<file path="config.mk">
export PLATFORM = sky130hd
export DESIGN_NAME = dtc_top
export DESIGN_NICKNAME = d
export VERILOG_FILES = /design/src/pkg/dtc_pkg.sv /design/src/pkg/dtc_cnt_if.sv /design/src/hdl/dtc_cnt.sv /design/src/hdl/dtc_top.sv
export SDC_FILE = /design/constraint.sdc
export NUM_CORES = 1
export LEC_CHECK = 0
export BUFFER_PORTS_ARGS = -buffer_cell sky130_fd_sc_hd__buf_2
export CORE_ASPECT_RATIO = 0.6
export CORE_MARGIN = 1.5
export CORE_UTILIZATION = 25
export CTS_BUF_LIST = sky130_fd_sc_hd__clkbuf_2
export CTS_CLUSTER_SIZE = 16
export DETAILED_ROUTE_END_ITERATION = 8
export PLACE_DENSITY = 0.54
export SYNTH_ARGS = -nofsm -noshare
export SYNTH_HDL_FRONTEND = slang
export SYNTH_SLANG_ARGS = --single-unit
</file>
<file path="constraint.sdc">
create_clock -name i_clk_sys -period 2.64 [get_ports i_clk_sys]
set_clock_uncertainty 0.15 [all_clocks]
set_input_delay 0.264 -clock i_clk_sys [delete_from_list [all_inputs] [get_ports i_clk_sys]]
set_output_delay 0.264 -clock i_clk_sys [all_outputs]
set_load 0.02 [all_outputs]
</file>
<file path="src/pkg/dtc_pkg.sv">
package dtc_pkg;
   localparam int DTC_NUM_TMR = 2;
   localparam logic [7:0] DTC_ADDR_TCS = 8'h88;
   localparam logic [7:0] DTC_ADDR_TMR_MODE = 8'h89;
   localparam logic [7:0] DTC_ADDR_T0_LO = 8'h8a;
   localparam logic [7:0] DTC_ADDR_T1_LO = 8'h8b;
   localparam logic [7:0] DTC_ADDR_T0_HI = 8'h8c;
   localparam logic [7:0] DTC_ADDR_T1_HI = 8'h8d;
   localparam logic [7:0] DTC_ADDR_PORT_CFG = 8'h8e;
   localparam logic [7:0] DTC_TCS_RST = 8'h00;
   localparam logic [7:0] DTC_TMR_MODE_RST = 8'h00;
   localparam logic [7:0] DTC_PORT_CFG_RST = 8'h00;
   localparam logic [7:0] DTC_CNT_RST = 8'h00;
   localparam logic [7:0] DTC_RD_IDLE = 8'h00;
   // control/status bit positions of the first timer; second is +step
   localparam int DTC_TF_BIT0 = 5;
   localparam int DTC_TR_BIT0 = 4;
   localparam int DTC_IE_BIT0 = 1;
   localparam int DTC_IT_BIT0 = 0;
   localparam int DTC_TCS_STEP = 2;
   // mode register: one nibble per timer
   localparam int DTC_MODE_NIB = 4;
   localparam int DTC_GATE_POS = 3;
   localparam int DTC_CT_POS = 2;
   localparam int DTC_MODE_POS = 0;
   localparam int DTC_TOG_EN_BIT0 = 0;
   // one machine cycle in cpu clock periods
   localparam int DTC_MC_CLKS = 6;
   localparam logic [2:0] DTC_MC_LAST = 3'(DTC_MC_CLKS - 1);
   typedef enum logic [1:0] {DTC_M13, DTC_M16, DTC_M8AR, DTC_MSPLIT} dtc_mode_t;
endpackage

</file>
<file path="src/pkg/dtc_cnt_if.sv">
`timescale 1ns/1ps
interface dtc_cnt_if;
   dtc_pkg::dtc_mode_t mode;
   logic inc_lo;
   logic inc_hi;
   logic wr_lo;
   logic wr_hi;
   logic [7:0] wdata;
   logic [7:0] lo;
   logic [7:0] hi;
   logic ovf_lo;
   logic ovf_hi;
   modport ctl (
      output mode, inc_lo, inc_hi, wr_lo, wr_hi, wdata,
      input lo, hi, ovf_lo, ovf_hi
   );
   modport cnt (
      input mode, inc_lo, inc_hi, wr_lo, wr_hi, wdata,
      output lo, hi, ovf_lo, ovf_hi
   );
endinterface

</file>
<file path="src/hdl/dtc_cnt.sv">
`timescale 1ns/1ps
module dtc_cnt (
   input wire logic i_clk_sys,
   input wire logic i_sys_rst,
   dtc_cnt_if.cnt io_cnt
);
   logic [7:0] lo_r;
   logic [7:0] lo_nxt;
   logic [7:0] hi_r;
   logic [7:0] hi_nxt;
   logic ovf_lo;
   logic ovf_hi;

   always_comb
   begin
      lo_nxt = lo_r;
      hi_nxt = hi_r;
      ovf_lo = 1'b0;
      ovf_hi = 1'b0;
      unique case (io_cnt.mode)
         dtc_pkg::DTC_M13:
         begin
            // upper three low bits are left alone and carry no meaning
            if (io_cnt.inc_lo)
            begin
               lo_nxt[4:0] = lo_r[4:0] + 5'h01;
               if (lo_r[4:0] == 5'h1f)
               begin
                  hi_nxt = hi_r + 8'h01;
                  ovf_lo = (hi_r == 8'hff);
               end
            end
         end
         dtc_pkg::DTC_M16:
         begin
            if (io_cnt.inc_lo)
            begin
               {hi_nxt, lo_nxt} = {hi_r, lo_r} + 16'h0001;
               ovf_lo = &{hi_r, lo_r};
            end
         end
         dtc_pkg::DTC_M8AR:
         begin
            if (io_cnt.inc_lo)
            begin
               ovf_lo = (lo_r == 8'hff);
               lo_nxt = ovf_lo ? hi_r : lo_r + 8'h01;
            end
         end
         dtc_pkg::DTC_MSPLIT:
         begin
            if (io_cnt.inc_lo)
            begin
               lo_nxt = lo_r + 8'h01;
               ovf_lo = (lo_r == 8'hff);
            end
            if (io_cnt.inc_hi)
            begin
               hi_nxt = hi_r + 8'h01;
               ovf_hi = (hi_r == 8'hff);
            end
         end
      endcase
      // a software write beats a count landing in the same cycle
      if (io_cnt.wr_lo)
         lo_nxt = io_cnt.wdata;
      if (io_cnt.wr_hi)
         hi_nxt = io_cnt.wdata;
   end

   always_ff @(posedge i_clk_sys)
   begin
      if (i_sys_rst)
      begin
         lo_r <= dtc_pkg::DTC_CNT_RST;
         hi_r <= dtc_pkg::DTC_CNT_RST;
      end
      else
      begin
         lo_r <= lo_nxt;
         hi_r <= hi_nxt;
      end
   end

   assign io_cnt.lo = lo_r;
   assign io_cnt.hi = hi_r;
   assign io_cnt.ovf_lo = ovf_lo;
   assign io_cnt.ovf_hi = ovf_hi;

   property p_reload;
      @(posedge i_clk_sys) disable iff (i_sys_rst)
      (io_cnt.mode == dtc_pkg::DTC_M8AR && io_cnt.inc_lo && lo_r == 8'hff
         && !io_cnt.wr_lo && !io_cnt.wr_hi) |=> lo_r == $past(hi_r)
         && hi_r == $past(hi_r);
   endproperty
   a_reload: assert property (p_reload)
      else $error("auto reload did not copy high byte");

   property p_carry13;
      @(posedge i_clk_sys) disable iff (i_sys_rst)
      (io_cnt.mode == dtc_pkg::DTC_M13 && io_cnt.inc_lo
         && lo_r[4:0] == 5'h1f && !io_cnt.wr_hi && !io_cnt.wr_lo)
         |=> hi_r == $past(hi_r) + 8'h01 && lo_r[4:0] == 5'h00;
   endproperty
   a_carry13: assert property (p_carry13)
      else $error("13-bit carry from prescaler lost");
endmodule

</file>
<file path="src/hdl/dtc_top.sv">
// The address-and-strobe port was decided locally.
`timescale 1ns/1ps
module dtc_top (
   input wire logic i_clk_sys,
   input wire logic i_sys_rst,
   input wire logic [7:0] i_addr,
   input wire logic [7:0] i_wr_data,
   input wire logic i_wr_en,
   input wire logic i_rd_en,
   output logic [7:0] o_rd_data,
   input wire logic [1:0] i_count_pin,
   input wire logic [1:0] i_gate_input_pin,
   input wire logic [1:0] i_ovf_ack,
   input wire logic [1:0] i_ext_ack,
   output logic [1:0] o_count_pin_out,
   output logic [1:0] o_count_pin_oe,
   output logic [1:0] o_overflow_flag,
   output logic [1:0] o_ext_irq_flag,
   output logic o_baud_tick
);
   logic [7:0] timer_control_status_r;
   logic [7:0] timer_mode_register_r;
   logic [7:0] pcfg_r;
   logic [7:0] rd_data_r;
   logic [2:0] mc_cnt_r;
   logic mc_tick;
   logic [1:0] gate_s1_r;
   logic [1:0] gate_s2_r;
   logic [1:0] gate_old_r;
   logic [1:0] cnt_s1_r;
   logic [1:0] cnt_s2_r;
   logic [1:0] cnt_smp_r;
   logic [1:0] cnt_fall;
   logic [1:0] gate_ok;
   logic [1:0] src;
   logic [1:0] tf_set;
   logic [1:0] ie_set;
   logic [1:0] tmr_ovf;
   logic [1:0] tog_old_r;
   logic [1:0] pin_out_r;
   logic baud_r;
   logic t0_split;
   logic t1_stop;
   logic t1_run;
   logic wr_timer_control_status;
   dtc_pkg::dtc_mode_t mode0;
   dtc_pkg::dtc_mode_t mode1;

   dtc_cnt_if cif0 ();
   dtc_cnt_if cif1 ();

   function automatic int tf_pos(input int i);
      return dtc_pkg::DTC_TF_BIT0 + dtc_pkg::DTC_TCS_STEP * i;
   endfunction

   function automatic int tr_pos(input int i);
      return dtc_pkg::DTC_TR_BIT0 + dtc_pkg::DTC_TCS_STEP * i;
   endfunction

   function automatic int ie_pos(input int i);
      return dtc_pkg::DTC_IE_BIT0 + dtc_pkg::DTC_TCS_STEP * i;
   endfunction

   function automatic int it_pos(input int i);
      return dtc_pkg::DTC_IT_BIT0 + dtc_pkg::DTC_TCS_STEP * i;
   endfunction

   function automatic dtc_pkg::dtc_mode_t mode_of(input logic [3:0] nib);
      return dtc_pkg::dtc_mode_t'(nib[dtc_pkg::DTC_MODE_POS +: 2]);
   endfunction

   function automatic logic nib_bit(input logic [7:0] r, input int i,
                                    input int pos);
      return r[dtc_pkg::DTC_MODE_NIB * i + pos];
   endfunction

   assign mode0 = mode_of(timer_mode_register_r[3:0]);
   assign mode1 = mode_of(timer_mode_register_r[7:4]);
   assign t0_split = (mode0 == dtc_pkg::DTC_MSPLIT);
   assign t1_stop = (mode1 == dtc_pkg::DTC_MSPLIT);
   assign wr_timer_control_status = i_wr_en && (i_addr == dtc_pkg::DTC_ADDR_TCS);

   // machine cycle divider
   always_ff @(posedge i_clk_sys)
   begin
      if (i_sys_rst || mc_cnt_r == dtc_pkg::DTC_MC_LAST)
         mc_cnt_r <= 3'h0;
      else
         mc_cnt_r <= mc_cnt_r + 3'h1;
   end
   assign mc_tick = (mc_cnt_r == dtc_pkg::DTC_MC_LAST);

   // pins are asynchronous: two flops before anything looks at them
   always_ff @(posedge i_clk_sys)
   begin
      if (i_sys_rst)
      begin
         gate_s1_r <= 2'h3;
         gate_s2_r <= 2'h3;
         gate_old_r <= 2'h3;
         cnt_s1_r <= 2'h0;
         cnt_s2_r <= 2'h0;
      end
      else
      begin
         gate_s1_r <= i_gate_input_pin;
         gate_s2_r <= gate_s1_r;
         gate_old_r <= gate_s2_r;
         cnt_s1_r <= i_count_pin;
         cnt_s2_r <= cnt_s1_r;
      end
   end

   // count pin sampled once per machine cycle
   always_ff @(posedge i_clk_sys)
   begin
      if (i_sys_rst)
         cnt_smp_r <= 2'h0;
      else if (mc_tick)
         cnt_smp_r <= cnt_s2_r;
   end

   always_comb
   begin
      for (int i = 0; i < dtc_pkg::DTC_NUM_TMR; i++)
      begin
         cnt_fall[i] = mc_tick && cnt_smp_r[i] && !cnt_s2_r[i];
         gate_ok[i] = !nib_bit(timer_mode_register_r, i, dtc_pkg::DTC_GATE_POS)
                      || gate_s2_r[i];
         src[i] = nib_bit(timer_mode_register_r, i, dtc_pkg::DTC_CT_POS) ?
                  cnt_fall[i] : mc_tick;
         ie_set[i] = timer_control_status_r[it_pos(i)] ?
                     (gate_old_r[i] && !gate_s2_r[i]) :
                     !gate_s2_r[i];
      end
   end

   // with the first timer split, the second one ignores its run bit
   assign t1_run = t0_split ? 1'b1 : timer_control_status_r[tr_pos(1)];

   always_comb
   begin
      cif0.mode = mode0;
      cif0.inc_lo = timer_control_status_r[tr_pos(0)] && gate_ok[0] && src[0];
      cif0.inc_hi = t0_split && timer_control_status_r[tr_pos(1)] && mc_tick;
      cif0.wr_lo = i_wr_en && (i_addr == dtc_pkg::DTC_ADDR_T0_LO);
      cif0.wr_hi = i_wr_en && (i_addr == dtc_pkg::DTC_ADDR_T0_HI);
      cif0.wdata = i_wr_data;
      cif1.mode = mode1;
      cif1.inc_lo = t1_run && gate_ok[1] && src[1] && !t1_stop;
      cif1.inc_hi = 1'b0;
      cif1.wr_lo = i_wr_en && (i_addr == dtc_pkg::DTC_ADDR_T1_LO);
      cif1.wr_hi = i_wr_en && (i_addr == dtc_pkg::DTC_ADDR_T1_HI);
      cif1.wdata = i_wr_data;
   end

   dtc_cnt u_cnt0 (
      .i_clk_sys(i_clk_sys),
      .i_sys_rst(i_sys_rst),
      .io_cnt(cif0.cnt)
   );

   dtc_cnt u_cnt1 (
      .i_clk_sys(i_clk_sys),
      .i_sys_rst(i_sys_rst),
      .io_cnt(cif1.cnt)
   );

   assign tmr_ovf[0] = cif0.ovf_lo;
   assign tmr_ovf[1] = cif1.ovf_lo;
   assign tf_set[0] = cif0.ovf_lo;
   // split high byte takes over the second flag; second timer's overflow still drives the baud tick and its toggle pin
   assign tf_set[1] = t0_split ? cif0.ovf_hi : cif1.ovf_lo;

   // control/status: writes touch only this register, never the counts
   always_ff @(posedge i_clk_sys)
   begin
      if (i_sys_rst)
         timer_control_status_r <= dtc_pkg::DTC_TCS_RST;
      else
      begin
         if (wr_timer_control_status)
            timer_control_status_r <= i_wr_data;
         for (int i = 0; i < dtc_pkg::DTC_NUM_TMR; i++)
         begin
            // later assignments win: hardware set beats any clear
            if (i_ovf_ack[i])
               timer_control_status_r[tf_pos(i)] <= 1'b0;
            if (tf_set[i])
               timer_control_status_r[tf_pos(i)] <= 1'b1;
            if (i_ext_ack[i])
               timer_control_status_r[ie_pos(i)] <= 1'b0;
            if (ie_set[i])
               timer_control_status_r[ie_pos(i)] <= 1'b1;
         end
      end
   end

   always_ff @(posedge i_clk_sys)
   begin
      if (i_sys_rst)
         timer_mode_register_r <= dtc_pkg::DTC_TMR_MODE_RST;
      else if (i_wr_en && i_addr == dtc_pkg::DTC_ADDR_TMR_MODE)
         timer_mode_register_r <= i_wr_data;
   end

   always_ff @(posedge i_clk_sys)
   begin
      if (i_sys_rst)
         pcfg_r <= dtc_pkg::DTC_PORT_CFG_RST;
      else if (i_wr_en && i_addr == dtc_pkg::DTC_ADDR_PORT_CFG)
         pcfg_r <= {6'h00, i_wr_data[dtc_pkg::DTC_TOG_EN_BIT0 +: 2]};
   end

   // read data live for exactly the cycle after the strobe
   always_ff @(posedge i_clk_sys)
   begin
      if (i_sys_rst || !i_rd_en)
         rd_data_r <= dtc_pkg::DTC_RD_IDLE;
      else
      begin
         unique case (i_addr)
            dtc_pkg::DTC_ADDR_TCS: rd_data_r <= timer_control_status_r;
            dtc_pkg::DTC_ADDR_TMR_MODE: rd_data_r <= timer_mode_register_r;
            dtc_pkg::DTC_ADDR_T0_LO: rd_data_r <= cif0.lo;
            dtc_pkg::DTC_ADDR_T1_LO: rd_data_r <= cif1.lo;
            dtc_pkg::DTC_ADDR_T0_HI: rd_data_r <= cif0.hi;
            dtc_pkg::DTC_ADDR_T1_HI: rd_data_r <= cif1.hi;
            dtc_pkg::DTC_ADDR_PORT_CFG: rd_data_r <= pcfg_r;
            default: rd_data_r <= dtc_pkg::DTC_RD_IDLE;
         endcase
      end
   end

   // toggle outputs; pin is still sampled as a count input meanwhile
   always_ff @(posedge i_clk_sys)
   begin
      if (i_sys_rst)
      begin
         tog_old_r <= 2'h0;
         pin_out_r <= 2'h3;
      end
      else
      begin
         for (int i = 0; i < dtc_pkg::DTC_NUM_TMR; i++)
         begin
            tog_old_r[i] <= pcfg_r[dtc_pkg::DTC_TOG_EN_BIT0 + i];
            if (pcfg_r[dtc_pkg::DTC_TOG_EN_BIT0 + i] && !tog_old_r[i])
               pin_out_r[i] <= 1'b1;
            else if (pcfg_r[dtc_pkg::DTC_TOG_EN_BIT0 + i] && tmr_ovf[i])
               pin_out_r[i] <= !pin_out_r[i];
         end
      end
   end

   always_ff @(posedge i_clk_sys)
   begin
      if (i_sys_rst)
         baud_r <= 1'b0;
      else
         baud_r <= cif1.ovf_lo;
   end

   assign o_rd_data = rd_data_r;
   assign o_count_pin_out = pin_out_r;
   assign o_count_pin_oe = pcfg_r[dtc_pkg::DTC_TOG_EN_BIT0 +: 2];
   assign o_overflow_flag = {timer_control_status_r[tf_pos(1)], timer_control_status_r[tf_pos(0)]};
   assign o_ext_irq_flag = {timer_control_status_r[ie_pos(1)], timer_control_status_r[ie_pos(0)]};
   assign o_baud_tick = baud_r;

   property p_mc_tick;
      @(posedge i_clk_sys) disable iff (i_sys_rst)
      mc_tick |=> !mc_tick [*5] ##1 mc_tick;
   endproperty
   a_mc_tick: assert property (p_mc_tick)
      else $error("machine cycle is not six clocks");

   property p_tf_set;
      @(posedge i_clk_sys) disable iff (i_sys_rst)
      tf_set[0] |=> o_overflow_flag[0];
   endproperty
   a_tf_set: assert property (p_tf_set)
      else $error("overflow did not set first flag");

   property p_tf_ack;
      @(posedge i_clk_sys) disable iff (i_sys_rst)
      (i_ovf_ack[1] && !tf_set[1]) |=> !o_overflow_flag[1];
   endproperty
   a_tf_ack: assert property (p_tf_ack)
      else $error("service did not clear second flag");

   property p_gate_hold;
      @(posedge i_clk_sys) disable iff (i_sys_rst)
      (!(timer_control_status_r[tr_pos(0)] && gate_ok[0]) && !cif0.wr_lo)
         |=> $stable(cif0.lo);
   endproperty
   a_gate_hold: assert property (p_gate_hold)
      else $error("first timer counted while disabled");

   property p_t1_stop;
      @(posedge i_clk_sys) disable iff (i_sys_rst)
      (t1_stop && !cif1.wr_lo && !cif1.wr_hi)
         |=> $stable(cif1.lo) && $stable(cif1.hi);
   endproperty
   a_t1_stop: assert property (p_t1_stop)
      else $error("second timer moved in mode 3");

   property p_split_hi;
      @(posedge i_clk_sys) disable iff (i_sys_rst)
      (t0_split && timer_control_status_r[tr_pos(1)] && mc_tick && !cif0.wr_hi)
         |=> cif0.hi == $past(cif0.hi) + 8'h01;
   endproperty
   a_split_hi: assert property (p_split_hi)
      else $error("split high byte missed a machine cycle");

   property p_tog_first;
      @(posedge i_clk_sys) disable iff (i_sys_rst)
      $rose(o_count_pin_oe[0]) |=> o_count_pin_out[0];
   endproperty
   a_tog_first: assert property (p_tog_first)
      else $error("toggle pin not high after enable");

   property p_tog_flip;
      @(posedge i_clk_sys) disable iff (i_sys_rst)
      (o_count_pin_oe[1] && tog_old_r[1] && tmr_ovf[1])
         |=> o_count_pin_out[1] != $past(o_count_pin_out[1]);
   endproperty
   a_tog_flip: assert property (p_tog_flip)
      else $error("toggle pin did not invert on overflow");

   property p_baud;
      @(posedge i_clk_sys) disable iff (i_sys_rst)
      cif1.ovf_lo |=> o_baud_tick ##1 !o_baud_tick;
   endproperty
   a_baud: assert property (p_baud)
      else $error("baud tick not a single pulse");

   property p_edge;
      @(posedge i_clk_sys) disable iff (i_sys_rst)
      (timer_control_status_r[it_pos(0)] && gate_old_r[0] && !gate_s2_r[0])
         |=> o_ext_irq_flag[0];
   endproperty
   a_edge: assert property (p_edge)
      else $error("falling edge did not set edge flag");
endmodule

</file>
==> impl_metrics.json, run 1 <==
{
  "cap_violations": 0,
  "layout_commonest_cell": "dfxtp_1",
  "grt_use_total_pct": 17.77,
  "yosys_warnings": 0,
  "p_total_mw": 2.034,
  "setup-violations-final": 0,
  "cts.reportedPaths.clkPinSlew_ns": 0.28,
  "max_slew_margin_pct": 48.55,
  "insertion_delay_ns": 0.60,
  "fp-row-count": 37,
  "p_switching_uw": 624.7,
  "synthesis.area_sq_um": 4533,
  "slowest_delay_ns": 0.58,
  "dieWidth_um": 176.8,
  "period_needed_ns": 2.526,
  "antenna_found_initial": 0,
  "critical_path_arrival_ns": 2.88,
  "drtAntennaViolNets": 0,
  "required_ns": 3.00,
  "synthFlopType": "dfxtp_1",
  "fmax_ghz": 0.3960,
  "cts-root-buf": "clkbuf_2",
  "final_util_pct": 31.76,
  "comb_power_share_pct": 8.2,
  "overflow": 0,
  "slew_viol_final": 0,
  "cts_buffers": 9,
  "crit_type": "reg -> reg",
  "final_cell_mix": "75 x dfxtp_1, 65 x nor2_1, 49 x nand2_1",
  "crit_path_start_kind": "flip-flop",
  "worst-slew-pin-transition_ns": 0.7684,
  "crit_path_end_kind": "flip-flop",
  "grt_pass1_wl_mm": 24.77,
  "first_global_vias": 3911,
  "synth.avg_cell_area_sq_um": 8.272,
  "cts_max_level": 3,
  "drcViolationCount": 0,
  "viasPerCell": 5.226,
  "tritoncts": "yes",
  "cts_buffer_depth": 2,
  "synth_edf_count": 0,
  "synthCells": 548,
  "initial_core_util_pct": 25.97,
  "p_seq_share_pct": 59.1,
  "gp_congestion": 0.9655,
  "numClockSinks": 78,
  "grt_max_degree": 31,
  "die_height_um": 107.3,
  "internal-power_mw": 1.409,
  "critPathSlowestCell": "dfxtp_1",
  "vias": 4547,
  "io_pins": 45,
  "drt_iter0_markers": 594,
  "cellPowerDensity_nw_per_um2": 367.0,
  "detail_route.first_pass.iterations": 5,
  "outcome": "finished, final reports clean",
  "drive_above_1_share_pct": 21.54,
  "worstPathCellList": "nand4_2, or2_1, a2111o_1, a221oi_1, nor2_1, a22o_1",
  "min_path_type": "in -> reg",
  "swShare_pct": 30.71,
  "clkPwrFrac_pct": 32.7,
  "port_buffers": 44,
  "synthDistinctLibCells": 66,
  "period_share_pct": 95.66,
  "crit_fanout": 8,
  "dieArea_sq_um": 18980,
  "wl_per_cell_um": 18.79,
  "synthArstFlopShare_pct": 0,
  "timing_hold_violations_final": 0,
  "area_growth_syn_to_layout_pct": 22.27,
  "finalHoldWorstSlack_ns": 0.04805,
  "drt_wl_total_mm": 16.34,
  "ir_drop_uv": 204.0,
  "hpwl_mm": 12.20,
  "syn_nets": 592,
  "nets": 675,
  "antennaDiodeCount": 0,
  "core_sq_um": 17450,
  "ys_seq_area_share_pct": 34.45,
  "leakage_nw": 2.007,
  "ys_ff_latch": 78
}
[layout make-up]
class / count / area [sq um]
Fill cell: 1827 / 11910
Multi-Input combinational cell: 424 / 2804
Sequential cell: 78 / 1565
Timing Repair Buffer: 102 / 713.2
Tap cell: 234 / 292.8
Clock inverter: 7 / 62.56
Inverter: 16 / 60.06
Clock buffer: 9 / 45.04
[synthesized netlist by cell type (9+ instances only)]
master / instances / area (sq um)
nand4_1: 9 / 56.30
nor2_1: 65 / 244.0
nand2_1: 49 / 183.9
nor3_1: 14 / 70.07
nand3_1: 33 / 165.2
clkbuf_1: 13 / 48.80
a21oi_1: 21 / 105.1
a211oi_1: 15 / 112.6
dfxtp_1: 78 / 1562
ha_1: 16 / 200.2
inv_1: 15 / 56.30
a31oi_1: 10 / 62.56
and3_1: 10 / 62.56
o21ai_0: 25 / 125.1
mux2i_1: 18 / 180.2
xor2_1: 9 / 78.83
[path summary, 6_finish.rpt]
check	slack (ns)	to	startpoint	depth (start not counted)
hold reg to reg	0.29	gate_s2_r[1]$_SDFF_PP1_	gate_s1_r[1]$_SDFF_PP1_	1
setup / recovery	0.11	u_cnt1.io_cnt.lo[3]$_SDFFE_PP0P_	u_cnt1.io_cnt.lo[2]$_SDFFE_PP0P_	6
setup reg to reg	0.11	u_cnt1.io_cnt.lo[3]$_SDFFE_PP0P_	u_cnt1.io_cnt.lo[2]$_SDFFE_PP0P_	6
hold / removal	0.05	o_rd_data[6]$_SDFF_PP0_	i_addr[1]	3
[per-layer routing]
metal	GRT usage [%]	routed length, um	vias to the layer above
met4	3.874	182	0
met2	20.06	5347	293
met1	30.15	8502	2062
met3	5.120	2312	14
li1	-	-	2178
met5	0	0	-
[power groups by stage]
stage / logic [mW] / clock network (mW) / registers [mW]
final: 0.166 / 0.665 / 1.20
after global routing: 0.178 / 0.729 / 1.21
after CTS: 0.162 / 0.680 / 1.20
after detailed placement: 0.141 / 0 / 1.22
after global placement: 0.143 / 0 / 1.22
after floorplan: 0.0680 / 0 / 1.22
[what timing repair did]
action,CTS,global route
buffers inserted,0,1
hold buffers,18,0
endpoints found under the hold margin,47,0
setup endpoints to repair,0,10
resized for setup,0,11
[metrics by stage]
| step | std cells | worst slack, ns | instance area [sq um] | setup TNS, ns |
|---|---|---|---|---|
| floorplan | 548 | 0.04952 | 4533 | 0 |
| global placement | 835 | 0.1559 | 5213 | 0 |
| detailed placement | 835 | 0.09968 | 5213 | 0 |
| CTS | 869 | 0.01927 | 5500 | 0 |
| global route | 870 | -0.002014 | 5543 | -0.002014 |
| finish | 870 | 0.1145 | 5543 | 0 |
[cell families after synthesis]
family,share of synthesized area (%)
buffers and inverters,4.388
AND/OR/NAND/NOR,27.33
adder cells (fa/ha/maj),4.416
XOR/XNOR,3.285
multiplexers,6.956
flip-flops,34.45
AO/OA/AOI/OAI,19.18
[worst max-delay path, delay by kind of cell (launching register included)]
kind,cells,cell delay [ns]
flops,1,0.58
compound gates,3,1.06
simple gates,3,0.66
[state kept, by name (all words and copies together), names as in the netlist]
name and flops:
o_count_pin_out 2, pcfg_r 2, o_baud_tick 1, tog_old_r 2, timer_control_status_r 8, cnt_s1_r 2
u_cnt0.io_cnt.lo 8, cnt_s2_r 2, gate_s1_r 2, u_cnt0.io_cnt.hi 8, mc_cnt_r 3, u_cnt1.io_cnt.lo 8
gate_old_r 2, timer_mode_register_r 8, gate_s2_r 2, u_cnt1.io_cnt.hi 8, cnt_smp_r 2, o_rd_data 8
Note: power is estimated with default switching activity, not from simulation.
==> run 2: changes to the inputs <==
Settings changed: ABC_AREA set to 1, PLACE_DENSITY 0.54 to 0.53.
==> run 2 against run 1 <==
Die area up 11%. Final cell count up 30%. Register-to-register slack better by 0.19 ns. Synthesized area up 12%. Worst hold slack better by 0.074 ns. Fmax up 8.2%. Cell area up 6.7%. Clock power up 3.3%. Critical path depth up 4. Largest cell class unchanged. Largest power group unchanged.
==> impl_metrics.json, run 2 <==
{
  "outcome": "finished, final reports clean",
  "synthFlopType": "dfxtp_1",
  "numClockSinks": 78,
  "synth_top_area_share_pct": 30.82,
  "synthDistinctLibCells": 37,
  "min_path_type": "in -> reg",
  "hpwl_mm": 14.59,
  "crit_fanout": 7,
  "crit_type": "reg -> reg",
  "cts_buffers": 9,
  "cts-root-buf": "clkbuf_2",
  "vias": 5401,
  "nets": 897,
  "tritoncts": "yes",
  "multiInputGateArea_sq_um": 2965,
  "crit_path_end_kind": "flip-flop",
  "setup-tns-final_ns": 0,
  "fp-row-count": 40,
  "layout_commonest_cell": "nand2_1",
  "overflow": 0,
  "cts_max_level": 3,
  "detail_route.first_pass.iterations": 5,
  "gp_congestion": 0.9325,
  "yosys.area.top_type": "dfxtp_1",
  "syn_nets": 831,
  "antennaDiodeCount": 0,
  "hold_depth": 4,
  "dieArea_sq_um": 21160,
  "synth_edf_count": 0,
  "critPathSlowestCell": "dfxtp_1",
  "first_global_vias": 4786,
  "worstPathCellList": "ha_1, nand2_1, nor2_2, ha_1, inv_1, a21oi_1, nand4_2, nor2_4, nand3_1, a21oi_1",
  "cap_violations": 0,
  "synthesis.area_sq_um": 5066,
  "dieWidth_um": 186.8,
  "synth.most_common_cell": "nand2_1",
  "drtAntennaViolNets": 0,
  "cts.reportedPaths.clkPinSlew_ns": 0.26,
  "ys_ff_latch": 78,
  "grt_pass1_wl_mm": 28.27,
  "grt_use_total_pct": 17.70,
  "critical_path_arrival_ns": 2.73,
  "yosys-top-cells-area": "dfxtp_1 31%, nand2_1 13%, inv_1 7.3%",
  "timing_hold_violations_final": 0,
  "slowest_delay_ns": 0.47,
  "drcViolationCount": 0,
  "ys_seq_area_share_pct": 30.82,
  "insertion_delay_ns": 0.62,
  "antenna_found_initial": 0,
  "initial_core_util_pct": 25.43,
  "viasPerCell": 4.780,
  "fillers": 2289,
  "rsz0062_at_grt": "false",
  "leakage_nw": 2.468,
  "cts_post_setup_buffers_inserted": 0,
  "worst-slew-pin-transition_ns": 0.6132,
  "seqCellArea_sq_um": 1562,
  "synthArstFlopShare_pct": 0,
  "met1_length_mm": 10.04,
  "slew_viol_final": 0,
  "r2r_cells": 10,
  "period_needed_ns": 2.335,
  "wl_met3_mm": 2.389,
  "cts_buffer_depth": 2,
  "top_layer_used": "met4",
  "grt_max_degree": 42,
  "final_cell_mix": "169 x nand2_1, 99 x inv_1, 97 x nor2_1",
  "port_buffers": 44,
  "synthCells": 787,
  "drive_above_1_share_pct": 14.59,
  "io_pins": 45,
  "setup-violations-final": 0,
  "drt_iter0_markers": 628,
  "final_util_pct": 29.70,
  "required_ns": 3.04,
  "core_sq_um": 19920,
  "period_share_pct": 88.43,
  "drt_wl_total_mm": 18.47,
  "area_growth_syn_to_layout_pct": 16.77,
  "wl_per_cell_um": 16.35,
  "synth.avg_cell_area_sq_um": 6.437,
  "synth_commonest_cells": "169 x nand2_1, 99 x inv_1, 97 x nor2_1",
  "yosys_warnings": 0,
  "fmax_ghz": 0.4283,
  "die_height_um": 113.3,
  "max_slew_margin_pct": 58.69,
  "ir_drop_uv": 218.2,
  "crit_path_start_kind": "flip-flop",
  "cellPowerDensity_nw_per_um2": 347.9,
  "wl_met2_mm": 5.923
}
[run 2: cell count changes after synthesis, sizes merged, moves of 10 or more]
cell / delta
inv: +92
nor2: +48
a21oi: +38
mux2i: -18
nand2: +134
a211oi: -15
o21ai: +46
nand3: +39
and3: -10
[run 2: metal layers]
layer,vias to the layer above,GRT usage [%]
met3,10,6.141
met1,2452,29.62
met5,-,0
met4,0,3.333
met2,259,19.85
li1,2680,-
[run 2: what timing repair did]
| action | in CTS | in global routing |
|---|---|---|
| hold buffers | 25 | 0 |
| endpoints found under the hold margin | 49 | 0 |
| gates resized for setup | 0 | 0 |
[run 2: path summary, 6_finish.rpt]
| check | from | endpoint | slack [ns] |
|---|---|---|---|
| worst max-delay path | u_cnt1.io_cnt.lo[0]$_SDFFE_PP0P_ | u_cnt1.io_cnt.hi[6]$_SDFFE_PP0P_ | 0.31 |
| worst min-delay path | i_addr[3] | o_rd_data[5]$_SDFF_PP0_ | 0.12 |
| worst max register to register | u_cnt1.io_cnt.lo[0]$_SDFFE_PP0P_ | u_cnt1.io_cnt.hi[6]$_SDFFE_PP0P_ | 0.31 |
| worst min register to register | cnt_s1_r[1]$_SDFF_PP0_ | cnt_s2_r[1]$_SDFF_PP0_ | 0.27 |
[run 2: kinds of logic (layout without fill, tap and decap cells)]
logic type	Yosys count	count (layout)	synth area share, %
and+or+nand+nor	402	402	36.73
buffers and inverters	131	201	10.64
AOI/OAI and AO/OA	151	151	16.30
adders and majority gates	16	16	3.952
xor gates and xnor gates	9	9	1.556
DFF	78	78	30.82
[run 2: final cells by class]
cell class	count	share of cell area [%]
well taps	273	5.774
inverters	108	6.853
multi-input cells	578	50.13
clock buffers	11	0.9306
flip-flops and latches	78	26.40
repair buffers	78	9.095
clock inverters	4	0.8249
[run 2: through the flow]
step	cells	power, mW	setup slack, ns	cell area, sq um	hold WS (ns)
after CTS	1130	2.062	0.3747	5916	0.06668
after global routing	1130	2.141	0.1957	5916	0.1402
after detailed placement	1090	1.367	0.4175	5562	0.2456
after floorplan	787	1.300	0.7333	5066	0.2178
final	1130	2.058	0.3054	5916	0.1224
after global placement	1090	1.368	0.4187	5562	0.2430
[run 2: worst max-delay path: cells and delay by family, from the launching register on]
kind            cells  cell delay (ns)
flops               1             0.47
compound gates      2             0.37
fa+ha+maj           2             0.38
buf+inv             1             0.05
simple gates        5             0.82
[run 2: report_power, final]
part,internal [mW],switching [mW]
sequential,1.20,0.00928
combinational,0.0612,0.105
clock,0.217,0.470
==> run 3: changes to the inputs <==
Settings changed: PLACE_DENSITY 0.53 to 0.52.
Clock period 2.64 ns to 2.2 ns, I/O delays scaled along.
==> run 3 against run 2 <==
Non-clock buffer count rose by 24. Sequential power is 21% higher. Via count up 1.5%. Global-route usage is 0.078 points lower. Flip-flop and latch count stayed put. First-iteration DRC count increased by 14%. Sequential share of layout area decreased by 0.86 points. Combinational power is 23% higher. Register-to-register slack got worse by 0.19 ns. Critical path type unchanged. Largest cell class unchanged.
==> impl_metrics.json, run 3 (synthesized netlist as in run 2, its figures left out) <==
{
  "outcome": "finished, final reports clean",
  "viasPerCell": 4.747,
  "layout_commonest_cell": "nand2_1",
  "period_share_pct": 94.87,
  "drt_iter0_markers": 714,
  "dieWidth_um": 186.8,
  "min_path_type": "in -> reg",
  "antenna_found_initial": 0,
  "overflow": 0,
  "finalHoldWorstSlack_ns": 0.08149,
  "fillers": 2261,
  "p_switching_uw": 709.9,
  "p_seq_share_pct": 61.2,
  "grt_use_total_pct": 17.62,
  "critical_path_arrival_ns": 2.50,
  "dieArea_sq_um": 21160,
  "nets": 921,
  "crit_path_start_kind": "flip-flop",
  "cts_max_level": 3,
  "setup-tns-final_ns": 0,
  "seqCellArea_sq_um": 1572,
  "critPathSlowestCell": "dfxtp_2",
  "grt_pass1_wl_mm": 28.13,
  "leakage_nw": 2.602,
  "max_slew_margin_pct": 63.23,
  "hpwl_mm": 14.84,
  "final_cell_mix": "168 x nand2_1, 99 x inv_1, 94 x nor2_1",
  "cap_violations": 0,
  "insertion_delay_ns": 0.62,
  "fp-row-count": 40,
  "swShare_pct": 30.05,
  "cts.reportedPaths.clkPinSlew_ns": 0.27,
  "crit_path_end_kind": "flip-flop",
  "p_total_mw": 2.362,
  "tritoncts": "yes",
  "cellPowerDensity_nw_per_um2": 383.9,
  "ir_drop_uv": 282.7,
  "antennaDiodeCount": 0,
  "drtAntennaViolNets": 0,
  "setup-violations-final": 0,
  "crit_fanout": 7,
  "first_global_vias": 4795,
  "period_needed_ns": 2.087,
  "required_ns": 2.61,
  "grt_max_degree": 42,
  "crit_type": "reg -> reg",
  "worst-slew-pin-transition_ns": 0.5481,
  "core_sq_um": 19920,
  "slowest_delay_ns": 0.42,
  "fmax_ghz": 0.4791,
  "drt_wl_total_mm": 18.56,
  "initial_core_util_pct": 25.43,
  "slew_viol_final": 0,
  "cts-root-buf": "clkbuf_2",
  "detail_route.first_pass.iterations": 5,
  "rsz0062_at_grt": "false",
  "crit_buf_inv": 2,
  "area_growth_syn_to_layout_pct": 21.46,
  "die_height_um": 113.3,
  "timing_hold_violations_final": 0,
  "multiInputGateArea_sq_um": 3025,
  "port_buffers": 44,
  "vias": 5483,
  "internal-power_mw": 1.652,
  "numClockSinks": 78,
  "path_delay_family": "simple AND/OR/NAND/NOR gates",
  "worstPathCellList": "ha_1, nand2_2, nor2_4, ha_1, inv_1, a21oi_2, nand4_4, nor2_4, nand3_1, nand3_1, nand2_1, inv_1",
  "comb_power_share_pct": 8.6,
  "io_pins": 45,
  "drcViolationCount": 0,
  "gp_congestion": 0.9139,
  "cts_buffers": 9,
  "cts_buffer_depth": 2,
  "clkPwrFrac_pct": 30.2,
  "wl_per_cell_um": 16.06,
  "drive_above_1_share_pct": 18.59
}
==> run 3: cell count changes in the layout (fill, tap and decap cells not counted), moves of 2 or more <==
cell,before,now
buf_4,9,31
dfxtp_1,78,70
dfxtp_2,0,8
ha_1,16,13
nor2_1,97,94
clkbuf_2,11,9
clkinv_1,2,4
clkinv_2,0,2
clkinvlp_4,2,0
ha_2,0,2
nor2_2,8,10
==> run 3: power groups by stage <==
stage	sequential, mW	combinational [mW]	clock (mW)
global route	1.45	0.222	0.782
detailed placement	1.47	0.171	0
CTS	1.45	0.199	0.732
finish	1.45	0.204	0.713
floorplan	1.47	0.0906	0
global placement	1.47	0.171	0
==> run 3: worst paths after layout <==
kind,start,endpoint,slack (ns),depth (start not counted)
setup / recovery,u_cnt1.io_cnt.lo[1]$_SDFFE_PP0P_,u_cnt1.io_cnt.hi[2]$_SDFFE_PP0P_,0.11,12
hold / removal,i_addr[3],o_rd_data[6]$_SDFF_PP0_,0.08,4
setup reg to reg,u_cnt1.io_cnt.lo[1]$_SDFFE_PP0P_,u_cnt1.io_cnt.hi[2]$_SDFFE_PP0P_,0.11,12
hold reg to reg,cnt_s1_r[1]$_SDFF_PP0_,cnt_s2_r[1]$_SDFF_PP0_,0.27,2
==> run 3: metal layers <==
metal	track usage [%]	vias up	routed length, um
li1	-	2741	-
met1	29.42	2435	10140
met2	20.47	297	5937
met3	6.017	10	2371
met4	2.204	0	104
met5	0	-	0
==> run 3: per-stage QoR <==
stage | cell area [sq um] | worst slack (ns) | utilization (%) | std cells
2_1_floorplan | 5066 | 0.2933 | - | 787
4_1_cts | 6082 | 0.02437 | 30.53 | 1155
5_1_grt | 6153 | 0.01110 | 30.89 | 1155
3_3_place_gp | 5719 | 0.05146 | 28.71 | 1111
3_5_place_dp | 5719 | 0.02761 | 28.71 | 1111
6_report | 6153 | 0.1129 | 30.89 | 1155
==> run 3: area by class of cell <==
| type | instances | share of cell area [%] |
|---|---|---|
| clock buffer | 9 | 0.7320 |
| clock inverter | 7 | 0.6303 |
| inverter | 108 | 6.588 |
| multi-input combinational | 578 | 49.17 |
| sequential | 78 | 25.54 |
| tap | 273 | 5.551 |
| timing repair buffer | 102 | 11.79 |
==> run 3: repair_timing <==
item	in CTS	in global routing
gates cloned	0	0
hold endpoints to repair	59	0
gates resized for setup	1	22
hold buffers	27	0
endpoints found under the setup margin	7	17
buffers inserted	1	0
pin swaps	2	4
==> run 3: worst min-delay path: stages <==
cell and delay (ns):
buf_2 0.11, o211a_1 0.12, nand3_1 0.23, nor2_1 0.09
